==> src/core/cca_pkg.sv <==
// Constants, register map and field layout of the counter array
package cca_pkg;

    // Structure
    localparam int CCA_NMOD    = 5;
    localparam int CCA_CNT_W   = 16;
    localparam int CCA_MODE_W  = 7;
    localparam int CCA_WDT_MOD = 4;

    // Register addresses on the special function register port
    localparam logic [7:0] CCA_ADR_COUNTER_RUN_AND_FLAGS  = 8'hD8;
    localparam logic [7:0] CCA_ADR_COUNTER_MODE_CONTROL  = 8'hD9;
    localparam logic [7:0] CCA_ADR_MODE0 = 8'hDA;
    localparam logic [7:0] CCA_ADR_CL    = 8'hE0;
    localparam logic [7:0] CCA_ADR_CH    = 8'hE1;
    localparam logic [7:0] CCA_ADR_VLO0  = 8'hE2;
    localparam logic [7:0] CCA_ADR_VHI0  = 8'hE8;

    // Counter mode control fields
    localparam int CCA_CM_IDLE   = 7;
    localparam int CCA_CM_MODULE4_WATCHDOG_ENABLE   = 6;
    localparam int CCA_CM_SRC_HI = 2;
    localparam int CCA_CM_SRC_LO = 1;
    localparam int CCA_CM_OVIE   = 0;

    // Counter run and flags fields
    localparam int CCA_CC_OVF = 7;
    localparam int CCA_CC_RUN = 6;

    // Module mode register fields
    localparam int CCA_MD_IRQ  = 0;
    localparam int CCA_MD_PWM  = 1;
    localparam int CCA_MD_TOG  = 2;
    localparam int CCA_MD_MAT  = 3;
    localparam int CCA_MD_FALLING_EDGE_CAPTURE_ENABLE = 4;
    localparam int CCA_MD_RISING_EDGE_CAPTURE_ENABLE = 5;
    localparam int CCA_MD_COMP = 6;

    // Writable bits and reset values
    localparam logic [7:0] CCA_COUNTER_MODE_CONTROL_MASK = 8'hC7;
    localparam logic [7:0] CCA_COUNTER_MODE_CONTROL_RST  = 8'h00;
    localparam logic [6:0] CCA_MODE_RST  = 7'h00;
    localparam logic [7:0] CCA_BYTE_ZERO = 8'h00;

    // Port 1 pin positions
    localparam int CCA_PIN_ECI  = 2;
    localparam int CCA_PIN_MOD0 = 3;

    // Oscillator prescaler
    localparam logic [2:0] CCA_DIV6_LAST = 3'h5;
    localparam logic [2:0] CCA_PRE_RST   = 3'h0;

    typedef enum logic [1:0] {
        CCA_SRC_DIV6,
        CCA_SRC_DIV2,
        CCA_SRC_T0,
        CCA_SRC_EXT
    } cca_src_t;

endpackage

==> src/core/cca_module.sv <==
// One capture/compare module: value register, capture, compare, toggle, PWM
`timescale 1ns/10ps
`default_nettype none
module cca_module #(
    parameter int CNT_W = cca_pkg::CCA_CNT_W
) (
    // Clock and reset
    input  wire logic                        ref_clk,
    input  wire logic                        rst,
    // Control from the register file
    input  wire logic [cca_pkg::CCA_MODE_W-1:0] mode,
    input  wire logic                        wr_lo,
    input  wire logic                        wr_hi,
    input  wire logic [7:0]                  wdata,
    // Shared time base
    input  wire logic [CNT_W-1:0]            cnt,
    input  wire logic                        cnt_new,
    // Pin
    input  wire logic                        pin_in,
    output logic                             pin_out,
    output logic                             pin_drive,
    // Status
    output logic [CNT_W-1:0]                 val,
    output logic                             match_p,
    output logic                             event_p
);
    import cca_pkg::*;

    logic [CNT_W-1:0] val_q;
    logic             pin_q;
    logic             pin_out_q;
    logic             cap;
    logic             lo_wrap;

    assign cap = ((pin_in & ~pin_q) & mode[CCA_MD_RISING_EDGE_CAPTURE_ENABLE])
               | ((~pin_in & pin_q) & mode[CCA_MD_FALLING_EDGE_CAPTURE_ENABLE]);
    assign match_p = mode[CCA_MD_COMP] & cnt_new & (cnt == val_q);
    assign lo_wrap = cnt_new & (cnt[7:0] == CCA_BYTE_ZERO);
    assign event_p = cap | (match_p & mode[CCA_MD_MAT]);
    assign pin_drive = mode[CCA_MD_PWM] | mode[CCA_MD_TOG];
    assign pin_out = pin_out_q;
    assign val = val_q;

    always_ff @(posedge ref_clk or posedge rst) begin
        if (rst) begin
            pin_q <= 1'b1;
        end else begin
            pin_q <= pin_in;
        end
    end

    // Software writes win over capture and PWM reload
    always_ff @(posedge ref_clk or posedge rst) begin
        if (rst) begin
            val_q <= '0;
        end else if (wr_lo) begin
            val_q[7:0] <= wdata;
        end else if (wr_hi) begin
            val_q[CNT_W-1:8] <= wdata;
        end else if (cap) begin
            val_q <= cnt;
        end else if (mode[CCA_MD_PWM] && lo_wrap) begin
            val_q[7:0] <= val_q[CNT_W-1:8];
        end
    end

    always_ff @(posedge ref_clk or posedge rst) begin
        if (rst) begin
            pin_out_q <= 1'b1;
        end else if (mode[CCA_MD_PWM]) begin
            pin_out_q <= (cnt[7:0] >= val_q[7:0]);
        end else if (match_p && mode[CCA_MD_TOG]) begin
            pin_out_q <= ~pin_out_q;
        end
    end
endmodule
`default_nettype wire

==> src/core/cca_top.sv <==
// Counter array: shared time base, five capture/compare modules, registers
// Functional notes
// - One free-running 16-bit counter, shared time base
// - Count source chosen by two-bit select field
// - Counter runs only while run bit set
// - Overflow sets flag; only software clears it
// - Overflow interrupt only when its enable set
// - Per-module flag set by match or capture
// - All interrupts merge into one request
// - Module flag interrupts only with module enable
// - PWM mode: duty set by value register
// - Toggle pin on counter equal to value
// - Set module flag on counter equal value
// - Capture on falling, rising or both edges
// - Comparator enable bit gates the comparison
// - Value register captures or holds compare value
// - Idle gate bit stops counter in idle
// - Watchdog function on module four enabled
// - Modules use port bits three up; count pin two
// - Mode control resets to zero
// - Source codes: /6, /2, timer 0, pin
`timescale 1ns/10ps
`default_nettype none
module cca_top #(
    parameter int CNT_W = cca_pkg::CCA_CNT_W
) (
    // Clock and reset
    input  wire logic       ref_clk,
    input  wire logic       rst,
    // Special function register port
    input  wire logic [7:0] sfr_addr,
    input  wire logic [7:0] sfr_wdata,
    input  wire logic       sfr_wr,
    input  wire logic       sfr_rd,
    output logic [7:0]      sfr_rdata,
    // Core status
    input  wire logic       idle_mode,
    input  wire logic       timer0_ovf,
    // Port 1 pins
    input  wire logic [7:0] p1_in,
    output logic [7:0]      p1_out,
    output logic [7:0]      p1_oe_n,
    // Requests
    output logic            irq,
    output logic            wdt_reset
);
    import cca_pkg::*;

    localparam int NMOD = CCA_NMOD;

    logic [CNT_W-1:0]      cnt_q;
    logic                  cnt_new_q;
    logic [2:0]            presc_q;
    logic                  eci_q;
    logic [7:0]            counter_mode_control_q;
    logic                  cf_q;
    logic                  cr_q;
    logic [NMOD-1:0]       ccf_q;
    logic [CCA_MODE_W-1:0] mode_q [NMOD];
    logic [7:0]            rdata_q;
    logic                  wdt_q;

    logic                  wr_counter_run_and_flags;
    logic                  wr_counter_mode_control;
    logic                  wr_cl;
    logic                  wr_ch;
    logic                  cnt_wr;
    logic                  src_tick;
    logic                  run_en;
    logic                  cnt_tick;
    logic                  ovf;
    logic                  ext_tick;
    cca_src_t              src_sel;
    logic [7:0]            rd_d;
    logic [7:0]            counter_run_and_flags_rd;
    logic [NMOD-1:0]       ev;
    logic [NMOD-1:0]       mt;
    logic [NMOD-1:0]       irq_en;
    logic [NMOD-1:0]       wr_mode;
    logic [NMOD-1:0]       wr_vlo;
    logic [NMOD-1:0]       wr_vhi;
    logic [CNT_W-1:0]      val [NMOD];

    // Write decode
    assign wr_counter_run_and_flags = sfr_wr && (sfr_addr == CCA_ADR_COUNTER_RUN_AND_FLAGS);
    assign wr_counter_mode_control = sfr_wr && (sfr_addr == CCA_ADR_COUNTER_MODE_CONTROL);
    assign wr_cl   = sfr_wr && (sfr_addr == CCA_ADR_CL);
    assign wr_ch   = sfr_wr && (sfr_addr == CCA_ADR_CH);
    assign cnt_wr  = wr_cl | wr_ch;

    // Count source selection
    assign src_sel  = cca_src_t'(counter_mode_control_q[CCA_CM_SRC_HI:CCA_CM_SRC_LO]);
    assign ext_tick = eci_q & ~p1_in[CCA_PIN_ECI];

    always_comb begin
        case (src_sel)
            CCA_SRC_DIV6: src_tick = (presc_q == CCA_DIV6_LAST);
            CCA_SRC_DIV2: src_tick = presc_q[0];
            CCA_SRC_T0:   src_tick = timer0_ovf;
            default:      src_tick = ext_tick;
        endcase
    end

    assign run_en   = cr_q & ~(idle_mode & counter_mode_control_q[CCA_CM_IDLE]);
    assign cnt_tick = run_en & src_tick & ~cnt_wr;
    assign ovf      = cnt_tick & (&cnt_q);

    // Oscillator prescaler, bit 0 alternates every cycle
    always_ff @(posedge ref_clk or posedge rst) begin
        if (rst) begin
            presc_q <= CCA_PRE_RST;
        end else if (presc_q == CCA_DIV6_LAST) begin
            presc_q <= CCA_PRE_RST;
        end else begin
            presc_q <= presc_q + 3'h1;
        end
    end

    // External count pin falls between two samples
    always_ff @(posedge ref_clk or posedge rst) begin
        if (rst) begin
            eci_q <= 1'b1;
        end else begin
            eci_q <= p1_in[CCA_PIN_ECI];
        end
    end

    // Shared counter; software byte writes win over counting
    always_ff @(posedge ref_clk or posedge rst) begin
        if (rst) begin
            cnt_q <= '0;
        end else if (wr_cl) begin
            cnt_q[7:0] <= sfr_wdata;
        end else if (wr_ch) begin
            cnt_q[CNT_W-1:8] <= sfr_wdata;
        end else if (cnt_tick) begin
            cnt_q <= cnt_q + 1'b1;
        end
    end

    // Marks the cycle in which the counter holds a fresh value
    always_ff @(posedge ref_clk or posedge rst) begin
        if (rst) begin
            cnt_new_q <= 1'b0;
        end else begin
            cnt_new_q <= cnt_tick;
        end
    end

    // Counter mode control; reserved bits never stored
    always_ff @(posedge ref_clk or posedge rst) begin
        if (rst) begin
            counter_mode_control_q <= CCA_COUNTER_MODE_CONTROL_RST;
        end else if (wr_counter_mode_control) begin
            counter_mode_control_q <= sfr_wdata & CCA_COUNTER_MODE_CONTROL_MASK;
        end
    end

    // Run bit
    always_ff @(posedge ref_clk or posedge rst) begin
        if (rst) begin
            cr_q <= 1'b0;
        end else if (wr_counter_run_and_flags) begin
            cr_q <= sfr_wdata[CCA_CC_RUN];
        end
    end

    // Overflow flag: hardware set wins over a software clear
    always_ff @(posedge ref_clk or posedge rst) begin
        if (rst) begin
            cf_q <= 1'b0;
        end else if (ovf) begin
            cf_q <= 1'b1;
        end else if (wr_counter_run_and_flags) begin
            cf_q <= sfr_wdata[CCA_CC_OVF];
        end
    end

    // Module flags, same set-wins rule
    always_ff @(posedge ref_clk or posedge rst) begin
        if (rst) begin
            ccf_q <= '0;
        end else if (wr_counter_run_and_flags) begin
            ccf_q <= sfr_wdata[NMOD-1:0] | ev;
        end else begin
            ccf_q <= ccf_q | ev;
        end
    end

    // Module mode registers
    always_ff @(posedge ref_clk or posedge rst) begin
        if (rst) begin
            for (int n = 0; n < NMOD; n++) begin
                mode_q[n] <= CCA_MODE_RST;
            end
        end else begin
            for (int n = 0; n < NMOD; n++) begin
                if (wr_mode[n]) begin
                    mode_q[n] <= sfr_wdata[CCA_MODE_W-1:0];
                end
            end
        end
    end

    // Modules and their pins
    assign p1_out[CCA_PIN_MOD0-1:0]  = '1;
    assign p1_oe_n[CCA_PIN_MOD0-1:0] = '1;

    for (genvar g = 0; g < NMOD; g++) begin : g_mod
        logic pin_o;
        logic pin_drv;

        assign wr_mode[g] = sfr_wr && (sfr_addr == CCA_ADR_MODE0 + 8'(g));
        assign wr_vlo[g]  = sfr_wr && (sfr_addr == CCA_ADR_VLO0 + 8'(g));
        assign wr_vhi[g]  = sfr_wr && (sfr_addr == CCA_ADR_VHI0 + 8'(g));
        assign irq_en[g]  = mode_q[g][CCA_MD_IRQ];

        cca_module #(
            .CNT_W (CNT_W)
        ) u_mod (
            .ref_clk   (ref_clk),
            .rst       (rst),
            .mode      (mode_q[g]),
            .wr_lo     (wr_vlo[g]),
            .wr_hi     (wr_vhi[g]),
            .wdata     (sfr_wdata),
            .cnt       (cnt_q),
            .cnt_new   (cnt_new_q),
            .pin_in    (p1_in[CCA_PIN_MOD0+g]),
            .pin_out   (pin_o),
            .pin_drive (pin_drv),
            .val       (val[g]),
            .match_p   (mt[g]),
            .event_p   (ev[g])
        );

        assign p1_out[CCA_PIN_MOD0+g]  = pin_drv ? pin_o : 1'b1;
        assign p1_oe_n[CCA_PIN_MOD0+g] = ~pin_drv;

    end

    // Shared interrupt request
    assign irq = (cf_q & counter_mode_control_q[CCA_CM_OVIE])
               | (|(ccf_q & irq_en));

    // Watchdog match on module 4
    always_ff @(posedge ref_clk or posedge rst) begin
        if (rst) begin
            wdt_q <= 1'b0;
        end else begin
            wdt_q <= counter_mode_control_q[CCA_CM_MODULE4_WATCHDOG_ENABLE] & mt[CCA_WDT_MOD]
                   & mode_q[CCA_WDT_MOD][CCA_MD_MAT];
        end
    end
    assign wdt_reset = wdt_q;

    // Read path; unmapped addresses read zero
    assign counter_run_and_flags_rd = {cf_q, cr_q, 1'b0, ccf_q};

    always_comb begin
        rd_d = CCA_BYTE_ZERO;
        if (sfr_addr == CCA_ADR_COUNTER_RUN_AND_FLAGS) begin
            rd_d = counter_run_and_flags_rd;
        end else if (sfr_addr == CCA_ADR_COUNTER_MODE_CONTROL) begin
            rd_d = counter_mode_control_q;
        end else if (sfr_addr == CCA_ADR_CL) begin
            rd_d = cnt_q[7:0];
        end else if (sfr_addr == CCA_ADR_CH) begin
            rd_d = cnt_q[CNT_W-1:8];
        end else begin
            for (int n = 0; n < NMOD; n++) begin
                if (sfr_addr == CCA_ADR_MODE0 + 8'(n)) begin
                    rd_d = {1'b0, mode_q[n]};
                end else if (sfr_addr == CCA_ADR_VLO0 + 8'(n)) begin
                    rd_d = val[n][7:0];
                end else if (sfr_addr == CCA_ADR_VHI0 + 8'(n)) begin
                    rd_d = val[n][CNT_W-1:8];
                end
            end
        end
    end

    always_ff @(posedge ref_clk or posedge rst) begin
        if (rst) begin
            rdata_q <= CCA_BYTE_ZERO;
        end else if (sfr_rd) begin
            rdata_q <= rd_d;
        end
    end
    assign sfr_rdata = rdata_q;
endmodule
`default_nettype wire

==> config.mk <==
export PLATFORM = sky130hd
export DESIGN_NAME = cca_top
export DESIGN_NICKNAME = d
export VERILOG_FILES = /design/src/core/cca_pkg.sv /design/src/core/cca_module.sv /design/src/core/cca_top.sv
export SDC_FILE = /design/constraint.sdc
export NUM_CORES = 1
export LEC_CHECK = 0
export ABC_AREA = 1
export BUFFER_PORTS_ARGS = -buffer_cell sky130_fd_sc_hd__buf_2
export CAP_MARGIN = 10
export CORE_MARGIN = 2
export CORE_UTILIZATION = 35
export DETAILED_ROUTE_END_ITERATION = 10
export RECOVER_POWER = 100
export SETUP_SLACK_MARGIN = 0.15
export SKIP_CTS_REPAIR_TIMING = 1
export SLEW_MARGIN = 20
export SYNTH_ARGS = -nofsm -noshare
export SYNTH_HDL_FRONTEND = slang
export SYNTH_SLANG_ARGS = --single-unit
==> constraint.sdc <==
create_clock -name ref_clk -period 6.75 [get_ports ref_clk]
set_clock_uncertainty 0.2 [all_clocks]
set_input_delay 0.3375 -clock ref_clk [delete_from_list [all_inputs] [get_ports ref_clk]]
set_output_delay 0.3375 -clock ref_clk [all_outputs]
set_load 0.02 [all_outputs]
# Yosys cells after proc, flatten, opt, wreduce, memory -nomap -nowiden
# Index checks and enable logic that the tools add are counted.
op_classes:
  addsub: 2
  order_cmp: 5
  eq_ne: 33
  mux: 73
  n_bitwise: 94
  n_reduce_logical: 63
op_table:
  columns: ["op", "count"]
  rows:
  - ["two-way mux 8 bit", 52]
  - ["== test 8 bit (second input constant)", 19]
  - ["== test 16 bit", 5]
  - ["AND 1 bit", 45]
  - ["greater-or-equal comparator 8 bit", 5]
  - ["logical AND 1 bit", 29]
  - ["inverter 1 bit", 29]
  - ["nonzero test 2 bit", 13]
  - ["AND reduction 2 bit", 12]
  - ["two-way mux 1 bit", 17]
  - ["bitwise OR 1 bit", 17]
  - ["adder 16 x 1 -> 16 bit (second input constant)", 1]
  - ["two-way mux 16 bit", 1]
  - ["AND reduction 16 bit", 1]
  - ["nonzero test 3 bit", 5]
  - ["!= test 2 x 1 -> 1 bit (second input constant)", 5]
  - ["bitwise OR 5 bit", 2]
  - ["logical NOT 8 bit", 1]
  - ["AND 5 bit", 1]
  - ["two-way mux 5 bit", 1]
  - ["OR reduction 5 bit", 1]
  - ["adder 3 x 1 -> 3 bit (second input constant)", 1]
  - ["== test 3 bit (second input constant)", 1]
  - ["two-way mux 3 bit", 1]
  - ["other kinds (5)", 5]
totals:
  register_bits: 167
  inputBits: 30
  out_inout_bits: 26
  wordCells: 306

# Depth between registers and ports, before layout
# Gate-level depths: netlist of the first run.
depth:
  word_depth: 20
  depth_mapped: 19

# Hierarchy
# From an unflattened synthesis of the first run, not the netlist that was laid out.
unflattened:
  hier_cells: 1798
  area_unflattened_um2: 12364.4
modules_own_cells:
  columns: ["module", "instances", "cells_each", "area_per_inst_um2", "seq_area_each_um2"]
  rows:
  - ["cca_module", 5, 214, 1481.4, 452.9]
  - ["cca_top", 1, 728, 4957.3, 1928.1]

# Worst setup path after synthesis of the first run
# No wires, ideal clock.
synth_path:
  path_type: "flip-flop to flip-flop"
  from: "reg cnt_q[1]"
  to: "reg g_mod[4].u_mod.val_q[0]"
  t_arrival_ps: 1951
  slack_ps: 4461
  path_stages_with_launch: 13
  n_path_buf: 0
  synth_period_minus_slack_ps: 2289
  path_cell_list: "dfrtp_1 -> clkinv_1 -> ha_1 -> nand2_1 -> nor3_1 -> nand2_1 -> inv_1 -> a21oi_1 -> nor2_1 -> nor2_2 -> inv_1 -> nor2_1 -> a221oi_1"
synth_via:
  elab_chain_len: 5
synth_rtl:
  columns: ["element", "line", "source"]
  rows:
  - ["start, declared", "cca_top.sv:51", "logic [CNT_W-1:0] cnt_q;"]
  - ["start signal, assigned", "cca_top.sv:133", "cnt_q[7:0] <= sfr_wdata;"]
  - ["start signal, assigned by index", "cca_top.sv:135", "cnt_q[CNT_W-1:8] <= sfr_wdata;"]
  - ["start signal, assigned", "cca_top.sv:137", "cnt_q <= cnt_q + 1'b1;"]
  - ["logical NOT 8 bit", "cca_module.sv:38", "assign lo_wrap = cnt_new & (cnt[7:0] == CCA_BYTE_ZERO);"]
  - ["AND 1 bit", "cca_module.sv:38", null]
  - ["logical AND 1 bit", "cca_module.sv:62", "end else if (mode[CCA_MD_PWM] && lo_wrap) begin"]
  - ["nonzero test 3 bit (no source line)", null, null]
  - ["AND reduction 2 bit (no source line)", null, null]
  - ["end signal, assigned by index", "cca_module.sv:59", "val_q[CNT_W-1:8] <= wdata;"]
  - ["end signal, assigned", "cca_module.sv:61", "val_q <= cnt;"]
  - ["end signal, assigned", "cca_module.sv:63", "val_q[7:0] <= val_q[CNT_W-1:8];"]
  - ["end, declared", "cca_module.sv:29", "logic [CNT_W-1:0] val_q;"]
# No other way between the ends.
# A chain may end at the register's enable or synchronous reset.

# Worst setup path in the final report of the first run
layout_path:
  from: "in sfr_addr[4]"
  to: "reg g_mod[4].u_mod.val_q[8]"
layout_via:
  elab_chain_len: 4
  elab_cells_between_ends: 8
  classes_between: "eq/ne (2); mux (1); bitwise (1); reduce/logical (4)"
layout_rtl:
  columns: ["element", "line", "source"]
  rows:
  - ["start, declared", "cca_top.sv:31", "input wire logic [7:0] sfr_addr,"]
  - ["== test 8 bit, on equally long branches", "cca_top.sv:215, cca_top.sv:214", null]
  - ["logical AND 1 bit, on equally long branches", "cca_top.sv:215, cca_top.sv:214", null]
  - ["nonzero test 2 bit (no source line) / inverter 1 bit (equally long branches)", null, null]
  - ["AND reduction 2 bit (no source line)", null, null]
# Parallel ways exist; a longest one is shown, timed or not.

==> results of run 1 <==
synth_stat cells (8+ instances only):
| cell type | n | share of area [%] |
|---|---|---|
| sky130_fd_sc_hd__o21ai_1 | 23 | 1.0 |
| sky130_fd_sc_hd__nor3_1 | 13 | 0.59 |
| sky130_fd_sc_hd__xnor2_1 | 11 | 0.87 |
| sky130_fd_sc_hd__buf_2 | 25 | 1.1 |
| sky130_fd_sc_hd__nor4_1 | 20 | 1.1 |
| sky130_fd_sc_hd__o2111ai_1 | 14 | 1.1 |
| sky130_fd_sc_hd__inv_1 | 183 | 6.2 |
| sky130_fd_sc_hd__nand3_1 | 37 | 1.7 |
| sky130_fd_sc_hd__o221ai_1 | 20 | 1.6 |
| sky130_fd_sc_hd__o211ai_1 | 34 | 2.3 |
| sky130_fd_sc_hd__xor2_1 | 21 | 1.7 |
| sky130_fd_sc_hd__dfstp_2 | 11 | 2.6 |
| sky130_fd_sc_hd__nor2_1 | 87 | 3.0 |
| sky130_fd_sc_hd__a21oi_1 | 58 | 2.6 |
| sky130_fd_sc_hd__a2111oi_0 | 8 | 0.64 |
| sky130_fd_sc_hd__o21ai_0 | 163 | 7.4 |
| sky130_fd_sc_hd__dfrtp_1 | 156 | 35 |
| sky130_fd_sc_hd__clkbuf_1 | 28 | 0.95 |
| sky130_fd_sc_hd__inv_2 | 17 | 0.58 |
| sky130_fd_sc_hd__nand4_1 | 25 | 1.4 |
| sky130_fd_sc_hd__ha_1 | 42 | 4.8 |
| sky130_fd_sc_hd__a221oi_1 | 23 | 1.8 |
| sky130_fd_sc_hd__o22ai_1 | 12 | 0.68 |
| sky130_fd_sc_hd__nand2_1 | 380 | 13 |
| sky130_fd_sc_hd__nor2_2 | 12 | 0.68 |
power groups by stage:
stage	registers [mW]	logic, mW	clock network [mW]
5_1_grt	1.39	0.972	1.16
4_1_cts	1.37	0.862	1.12
3_3_place_gp	1.39	0.838	0
2_1_floorplan	1.28	0.622	0
6_report	1.38	0.869	1.12
3_5_place_dp	1.39	0.857	0
logic make-up (layout without fill, tap and decap cells):
group                    Yosys count  in the layout
AND/OR/NAND/NOR                  603            603
AO/OA/AOI/OAI                    379            379
buffers and inverters            266            300
flip-flops                       167            167
adder cells (fa/ha/maj)           42             42
XOR/XNOR                          32             32
multiplexers                       3              3
other                              1              6
worst paths after layout:
path | slack (ns) | start | cells after the start | endpoint
min in group asynchronous | 1.24 | rst | 3 | g_mod[2].u_mod.val[10]
worst max-delay path | 2.02 | sfr_addr[4] | 13 | g_mod[4].u_mod.val[8]
max in group asynchronous | 2.61 | rst | 5 | g_mod[4].u_mod.val[8]
worst max register to register | 2.57 | cnt_q[1] | 11 | g_mod[0].u_mod.val[0]
worst min-delay path | 0.02 | sfr_wdata[3] | 3 | ccf_q[3]
worst min register to register | 0.29 | sfr_rdata[6] | 2 | sfr_rdata[6]
area by class of cell:
cell class                 instances  area, um^2  area share (%)
clock buffer                      18         439            3.62
multi-input combinational       1065        5670            46.8
tap                              396         495            4.09
inverter                         204         767            6.33
sequential                       167        4190            34.6
timing repair buffer              64         345            2.85
clock inverter                    14         208            1.71
flip-flops by register name (all words and copies together), names as in the netlist:
| register | flops |
|---|---|
| ccf_q | 5 |
| cf_q | 1 |
| cnt_new_q | 1 |
| cnt_q | 16 |
| counter_mode_control_q | 5 |
| cr_q | 1 |
| eci_q | 1 |
| g_mod.u_mod.pin_out | 5 |
| g_mod.u_mod.pin_q | 5 |
| g_mod.u_mod.val | 80 |
| irq_en | 5 |
| mode_q | 30 |
| presc_q | 3 |
| sfr_rdata | 8 |
| wdt_reset | 1 |
worst max-delay path, stage by stage:
cell and delay, ns:
sky130_fd_sc_hd__buf_2 0.10, sky130_fd_sc_hd__inv_1 0.05, sky130_fd_sc_hd__nand2_1 0.05, sky130_fd_sc_hd__nor2_1 1.09, sky130_fd_sc_hd__clkinv_1 0.33, sky130_fd_sc_hd__nor3_1 1.19
sky130_fd_sc_hd__inv_2 0.07, sky130_fd_sc_hd__nor2_1 0.73, sky130_fd_sc_hd__inv_1 0.20, sky130_fd_sc_hd__o21ai_0 0.16, sky130_fd_sc_hd__inv_1 0.27, sky130_fd_sc_hd__nand2_1 0.15
sky130_fd_sc_hd__o21ai_0 0.10
metal layers:
metal	part of all wire (%)	wire length [um]
met1	42	18000
met3	8.8	3780
met4	5.4	2340
met5	0.030	13
met2	44	18800
cell usage in the layout (no fill, tap or decap), types with 12 or more instances in the layout:
cell / synthesis / routed
sky130_fd_sc_hd__nor4_1: 20 / 20
sky130_fd_sc_hd__o21ai_0: 163 / 176
sky130_fd_sc_hd__nand2_1: 380 / 384
sky130_fd_sc_hd__nand4_1: 25 / 25
sky130_fd_sc_hd__o22ai_1: 12 / 12
sky130_fd_sc_hd__xor2_1: 21 / 21
sky130_fd_sc_hd__a221oi_1: 23 / 23
sky130_fd_sc_hd__buf_2: 25 / 18
sky130_fd_sc_hd__nand3_1: 37 / 38
sky130_fd_sc_hd__nor2_1: 87 / 101
sky130_fd_sc_hd__a21oi_1: 58 / 59
sky130_fd_sc_hd__o211ai_1: 34 / 34
sky130_fd_sc_hd__dfrtp_1: 156 / 156
sky130_fd_sc_hd__o2111ai_1: 14 / 14
sky130_fd_sc_hd__inv_1: 183 / 188
sky130_fd_sc_hd__ha_1: 42 / 42
sky130_fd_sc_hd__nor3_1: 13 / 16
sky130_fd_sc_hd__clkbuf_16: 0 / 17
sky130_fd_sc_hd__clkbuf_1: 28 / 28
sky130_fd_sc_hd__o221ai_1: 20 / 20
==> reports/results.env, run 1 <==
OUTCOME='finished, violations left'
FAILED_CHECKS='capacitance limit, slew limit'
FLOORPLAN.DIE_AREA_UM2=32900
TIMING.FINAL.MAX_SLEW_VIOLATIONS=91
PLACEDCELLCOUNT=1889
NUMCTSBUFFERS=17
TRACK_USAGE_PCT=26.4
POST-ROUTE-PERIOD-UTIL_PCT=70.0
VIA_COUNT_OF_THE_FIRST_GLOBAL_ROUTING_PASS=10345
SYNTH.FF_LATCH_COUNT=167
P_TOTAL_mW=3.37
PLACED_INSTANCE_AREA_UM2=11600
STARTING_DENSITY_PCT=35.7
POWER.SWITCHING_mW=1.27
INTERNAL_DISSIPATION_mW=2.10
WORST_SETUP_PATH_START_KIND='input port'
MAXCAPVIOLCOUNT=4
POWER-PER-CELL-AREA_nW_PER_UM2=278
WORST_IR_DROP_VDD_V=0.000177
POST_SYNTH_EDFFS=0
LARGEST_FAMILY_OF_LOGIC_CELLS_BY_SYNTHESIZED_AREA='simple AND/OR/NAND/NOR gates'
TOTALNEGATIVESETUPSLACK_NS=0
PORT_BUFFERS=47
SETUP_REPAIR_AFTER_GLOBAL_ROUTING_MISSED_ITS_MARGIN='false'
LAYOUT.CELL_AREA.NON_FILLER_UM2=12100
FINALWORSTPATHREQUIREDPERIOD_NS=4.73
END_KIND='flop'
POWER.SHARE.COMBINATIONAL_PCT=25.8
CRITPATHMAXFANOUT=19
YOSYS.AREA_SHARE.ADDER_PCT=4.77
PLACEMENTROWS=64
USE_MET1_PCT=34.6
HTREE_LEVELS=4
SETUP_VIOL_COUNT_FINAL=0
TIMING.HOLD.WORST.CLASS='input port to flop'
MAX-SLEW-MARGIN-REL_PCT=-134
SYNTHTOLAYOUTAREAGROWTH_PCT=10.0
POST_SYNTH_AND_OR_NAND_NOR_AREA_FRACTION_PCT=23.8
WORST_PIN_SLEW_NS=3.49
DP.FINAL_HPWL_UM=30000
TIMING.FINAL.HOLD_VIOLATIONS=0
GRT_MAX_DEGREE=75
COUNT_OF_ANTENNA_DIODES_IN_THE_LAYOUT=0
FINALWEIGHTEDCONGESTION=0.970
POST-ROUTE-UTIL_PCT=39.3
GRT_OVERFLOW=0
CTS_BUFFER_DEPTH=2
GRT-BUSIEST-LAYER='met2'
CTS_TREE='done'
WORST-SETUP-PATH-TYPE='input port to flop'
SYNTHDISTINCTLIBCELLS=49
DRT-WIRELENGTH-PER-CELL_UM=22.3
WIRE_LENGTH_OF_THE_FIRST_GLOBAL_ROUTING_PASS_UM=64300
FLOORPLAN.IO_PINS=56
SYNTH_SEQ_AREA_SHARE_PCT=38.1
ROOT_BUFFER='sky130_fd_sc_hd__clkbuf_16'
CLOCK_POWER_SHARE_PCT=33.2
MUXSHAREOFSYNTHAREA_PCT=0.307
ANTENNA_VIOLATING_NETS_POST_ROUTE=0
COMPOUND_GATE_FRACTION_OF_SYNTH_AREA_PCT=20.9
P_SW_SHARE_PCT=37.6
DIE_H_UM=181
CLKLATENCYLATEPIN_NS=0.46
DIE_W_UM=181
POST_SYNTH_XOR_AREA_FRACTION_PCT=2.54
SHARE_OF_FINAL_LAYOUT_STANDARD_CELLS_STRONGER_THAN_DRIVE_STRENGTH_1_PCT=6.72
FIN_NETS=1591
ROUTED_VIA_DENSITY=5.72
CLK_TRANSITION_REPORTED_PATHS_NS=0.07
PLACEABLECOREAREA_UM2=30800
FILLERS=3264
DRC=0
CP.ARRIVAL_NS=4.84
MET3_USAGE_PCT=5.96
WORST_EP_REQUIRED_TIME_NS=6.86
SEQPWRFRAC_PCT=41.0
CTS.SINKS=167
CELLLEAKAGEPOWER_nW=5.59
YS_ASYNC_SR_FRACTION_PCT=100
AVGSYNTHCELLAREA_UM2=7.38
DP_SLACK_NS=2.96
YS_WARN_COUNT=0
SMALLEST_HOLD_SLACK_NS=0.0150
GRTUSAGEMET2_PCT=41.3
MAX_CLK_RATE_GHz=0.212
LAYOUT_SETUP_WS_NS=2.02
SYNTH_TOP_FLOP_CELL='sky130_fd_sc_hd__dfrtp_1'
GRT_ANTENNA_BEFORE_REPAIR=1
WL_UM=42900
NETLIST_AREA_UM2=11000
DRT_ITER0_DRC=1250
SYN_INST=1493
DR.PASS1.ITERS=9
POST_LAYOUT_NONFILLER_INSTANCES=1928
VIAS=11035
Note: power is estimated with default switching activity, not from simulation.
==> run 2: changes to the inputs <==
--- a/config.mk
+++ b/config.mk
@@ -5,7 +5,7 @@
 export SDC_FILE = /design/constraint.sdc
 export NUM_CORES = 1
 export LEC_CHECK = 0
-export ABC_AREA = 1
+export ABC_AREA = 0
 export BUFFER_PORTS_ARGS = -buffer_cell sky130_fd_sc_hd__buf_2
 export CAP_MARGIN = 10
 export CORE_MARGIN = 2
==> constraint.sdc (replaced) <==
create_clock -name ref_clk -period 4.7 [get_ports ref_clk]
set_clock_uncertainty 0.2 [all_clocks]
set_input_delay 0.235 -clock ref_clk [delete_from_list [all_inputs] [get_ports ref_clk]]
set_output_delay 0.235 -clock ref_clk [all_outputs]
set_load 0.02 [all_outputs]
==> reports/results.env, run 2 <==
FINALWEIGHTEDCONGESTION=1.01  # +4.2%
PLACEABLECOREAREA_UM2=32700  # +6.1%
SHARE_OF_FINAL_LAYOUT_STANDARD_CELLS_STRONGER_THAN_DRIVE_STRENGTH_1_PCT=10.8  # +4.1 points
DIE_W_UM=187  # +2.9%
END_OF_THE_WORST_REGISTER_TO_REGISTER_PATH='g_mod[1].u_mod.val[6]'
SYN_INST=1352  # -9.4%
LAYOUT_SETUP_WS_NS=0.811  # -1.21 ns
CRITPATHMOSTFREQUENTCELL='sky130_fd_sc_hd__o21ai_0'
ROUTED_VIA_DENSITY=6.15  # +7.4%
WORST_EP_REQUIRED_TIME_NS=4.79  # -2.07 ns
YOSYS-TOP-CELLS-AREA='sky130_fd_sc_hd__dfrtp_1 (33%), sky130_fd_sc_hd__mux2i_1 (7.5%), sky130_fd_sc_hd__o21ai_0 (6.9%)'
DP.FINAL_HPWL_UM=31200  # +4.0%
MAX-SLEW-MARGIN-REL_PCT=-62.3  # +72 points
FLOORPLAN.DIE_AREA_UM2=34800  # +5.9%
CLKLATENCYLATEPIN_NS=0.46  # about the same
ROOT_BUFFER='sky130_fd_sc_hd__clkbuf_16'
HOLDCRITSTARTPOINT='sfr_rd'
DR.PASS1.ITERS=5  # -4
POST-ROUTE-PERIOD-UTIL_PCT=82.7
YS_ASYNC_SR_FRACTION_PCT=100  # unchanged
TIMING.HOLD.WORST.CLASS='input port to flop'
POWER-PER-CELL-AREA_nW_PER_UM2=361  # +30%
GRT_ANTENNA_BEFORE_REPAIR=0  # -1
SYNTH_SEQ_AREA_SHARE_PCT=35.9  # -2.2 points
SETUP_VIOL_COUNT_FINAL=0  # unchanged
SETUP_REPAIR_AFTER_GLOBAL_ROUTING_MISSED_ITS_MARGIN='false'
LAYOUT.CELL_AREA.NON_FILLER_UM2=12800  # +5.8%
WORST-SETUP-PATH-TYPE='input port to flop'
SLOWEST_STAGE='sky130_fd_sc_hd__clkbuf_1'
LAYOUT_COMMONEST_CELL='sky130_fd_sc_hd__nand2_1'
SYNTHDISTINCTLIBCELLS=81  # +65%
SYNTH_TOP_FLOP_CELL='sky130_fd_sc_hd__dfrtp_1'
CRITPATHMAXFANOUT=33  # +14
VIA_COUNT_OF_THE_FIRST_GLOBAL_ROUTING_PASS=10592  # +2.4%
LARGEST_REGISTER_FF_COUNT=80  # unchanged
CTS.SINKS=167  # unchanged
FLOORPLAN.IO_PINS=56  # unchanged
FIN_NETS=1429  # -10%
TIMING.CRITICAL_PATH.BUF_INV=2  # -4
SYNTHTOLAYOUTAREAGROWTH_PCT=9.79
NUMCTSBUFFERS=17  # unchanged
GRT_MAX_DEGREE=168  # +120%
WORSTHOLDPATHCELLS=4  # +1
TOTALNEGATIVESETUPSLACK_NS=0  # unchanged
PLACEDCELLCOUNT=1772  # -6.2%
DP_SLACK_NS=1.52  # -1.44 ns
CELLLEAKAGEPOWER_nW=5.26  # -5.9%
HOLD_PATH_END='sfr_rdata[7]'
DRT_ITER0_DRC=1492  # +19%
SYNTH_AREA_LEADER_CELL='sky130_fd_sc_hd__dfrtp_1'
GRT_OVERFLOW=0  # unchanged
CRITICAL_PATH.TOP_DELAY_FAMILY='buffers and inverters'
OUTCOME='finished, violations left'
STARTING_DENSITY_PCT=35.7  # about the same
MAX_STAGE_DELAY_NS=1.12  # -0.07 ns
WORST_SETUP_PATH_START_KIND='input port'
FINALWORSTPATHREQUIREDPERIOD_NS=3.89
POST_LAYOUT_NONFILLER_INSTANCES=1812  # -6.0%
CRIT_PATH_FROM='sfr_addr[1]'
WORST_PIN_SLEW_NS=2.43  # -1.05 ns
FAILED_CHECKS='capacitance limit, slew limit'
SYNTH.FF_LATCH_COUNT=167  # unchanged
PLACED_INSTANCE_AREA_UM2=12300  # +6.3%
RR_STARTPOINT='cnt_q[6]'
DRC=0  # unchanged
TIMING.FINAL.HOLD_VIOLATIONS=0  # unchanged
SYNTH_TOP_AREA_SHARE_PCT=33.4  # -2.0 points
REG2REG_SETUP_SLACK_NS=1.00  # -1.57 ns
COUNT_OF_ANTENNA_DIODES_IN_THE_LAYOUT=0  # unchanged
CP.ARRIVAL_NS=3.97  # -0.87 ns
SYNTHMOSTINSTANTIATEDCELL='sky130_fd_sc_hd__nand2_1'
TIMING.FINAL.MAX_SLEW_VIOLATIONS=202  # +120%
POST_SYNTH_EDFFS=0  # unchanged
DRT-WIRELENGTH-PER-CELL_UM=25.1  # +13%
END_KIND='flop'
AVGSYNTHCELLAREA_UM2=8.64  # +17%
MOST_USED_CELLS_IN_THE_LAYOUT_EXCLUDING_FILL_AND_TAP_CELLS='sky130_fd_sc_hd__nand2_1 (166), sky130_fd_sc_hd__o21ai_0 (158), sky130_fd_sc_hd__dfrtp_1 (156), sky130_fd_sc_hd__mux2i_1 (88), sky130_fd_sc_hd__nor2_1 (63)'
MAX_CLK_RATE_GHz=0.257
PORT_BUFFERS=47  # unchanged
WORST_IR_DROP_VDD_V=0.000248  # +40%
WIRE_LENGTH_OF_THE_FIRST_GLOBAL_ROUTING_PASS_UM=68600  # +6.7%
WL_UM=45500  # +6.0%
CTS_BUFFER_DEPTH=2  # unchanged
PATH_CELLS='clkbuf_1 -> nor2_1 -> nand3_1 -> clkbuf_1 -> o21ai_0 -> o21ai_0 -> o21ai_0'
SYNTH_COMMON_CELLS='sky130_fd_sc_hd__nand2_1 (166), sky130_fd_sc_hd__o21ai_0 (160), sky130_fd_sc_hd__dfrtp_1 (156)'
HTREE_LEVELS=4  # unchanged
NETLIST_AREA_UM2=11700  # +6.0%
VIAS=11142  # +0.97%
ANTENNA_VIOLATING_NETS_POST_ROUTE=0  # unchanged
MAXCAPVIOLCOUNT=2  # -2
TRACK_USAGE_PCT=26.0  # -0.34 points
REG2REG_DEPTH=8  # -3
PLACEMENTROWS=66  # +3.1%
CLK_TRANSITION_REPORTED_PATHS_NS=0.08  # about the same
DIE_H_UM=187  # +2.9%
YS_WARN_COUNT=0  # unchanged
CTS_TREE='done'
run 2: stage by stage:
stage / power [mW] / util [%] / hold WS, ns
2_1_floorplan: 2.70 / - / 0.0395
3_3_place_gp: 3.11 / 37.5 / 0.151
3_5_place_dp: 3.15 / 37.5 / 0.152
4_1_cts: 4.62 / 39.4 / -0.324
5_1_grt: 4.86 / 39.2 / 0.0947
6_report: 4.63 / 39.2 / 0.103
run 2: layer usage:
metal	track usage, %	share of wire [%]	wire [um]	up-vias
li1	-	-	-	4891
met1	35.6	42	19100	5479
met2	38.6	43	19600	639
met3	6.15	10	4650	133
met4	12.6	4.8	2190	0
met5	0	0	0	-
run 2: worst max path at each step:
stage | to | slack, ns | cells past startpoint
after CTS | g_mod[0].u_mod.val[3] | 1.58 | 7
after global routing | cnt_q[13] | 0.67 | 7
final | cnt_q[13] | 0.81 | 7
after floorplan | g_mod[3].u_mod.pin_out | 2.14 | 9
after detailed placement | g_mod[2].u_mod.val[15] | 1.52 | 5
after global placement | cnt_q[13] | 1.51 | 8
run 2: cell families (layout without fill, tap and decap cells):
family,count (synthesis),count (layout),share of synthesized area (%)
buf+inv,164,177,6.09
xor+xnor,52,52,3.90
compound gates,381,381,20.3
other cells,1,6,0.0321
fa+ha+maj,42,42,4.50
simple gates,414,414,17.6
mux,131,131,11.7
flops,167,167,35.9
run 2: cell type report:
class                           instances  area (um^2)
Clock buffer                           19          453
Clock inverter                         13          138
Fill cell                            3350        19900
Inverter                               50          191
Multi-Input combinational cell       1026         6770
Sequential cell                       167         4190
Tap cell                              442          553
Timing Repair Buffer                   95          522
run 2: power by group:
| group | total, mW | leakage, nW | internal, mW | switching (mW) |
|---|---|---|---|---|
| Combinational | 1.13 | 2.81 | 0.454 | 0.680 |
| Sequential | 2.03 | 2.16 | 1.69 | 0.333 |
| Clock | 1.47 | 0.285 | 0.776 | 0.697 |
| Total | 4.63 | 5.26 | 2.92 | 1.71 |
run 2: worst register-to-register path: cells and delay by family (launching register included):
kind,cells,cell delay [ns]
and+or+nand+nor,3,1.28
buffers and inverters,2,0.96
DFF,1,0.71
AOI/OAI and AO/OA,3,0.39
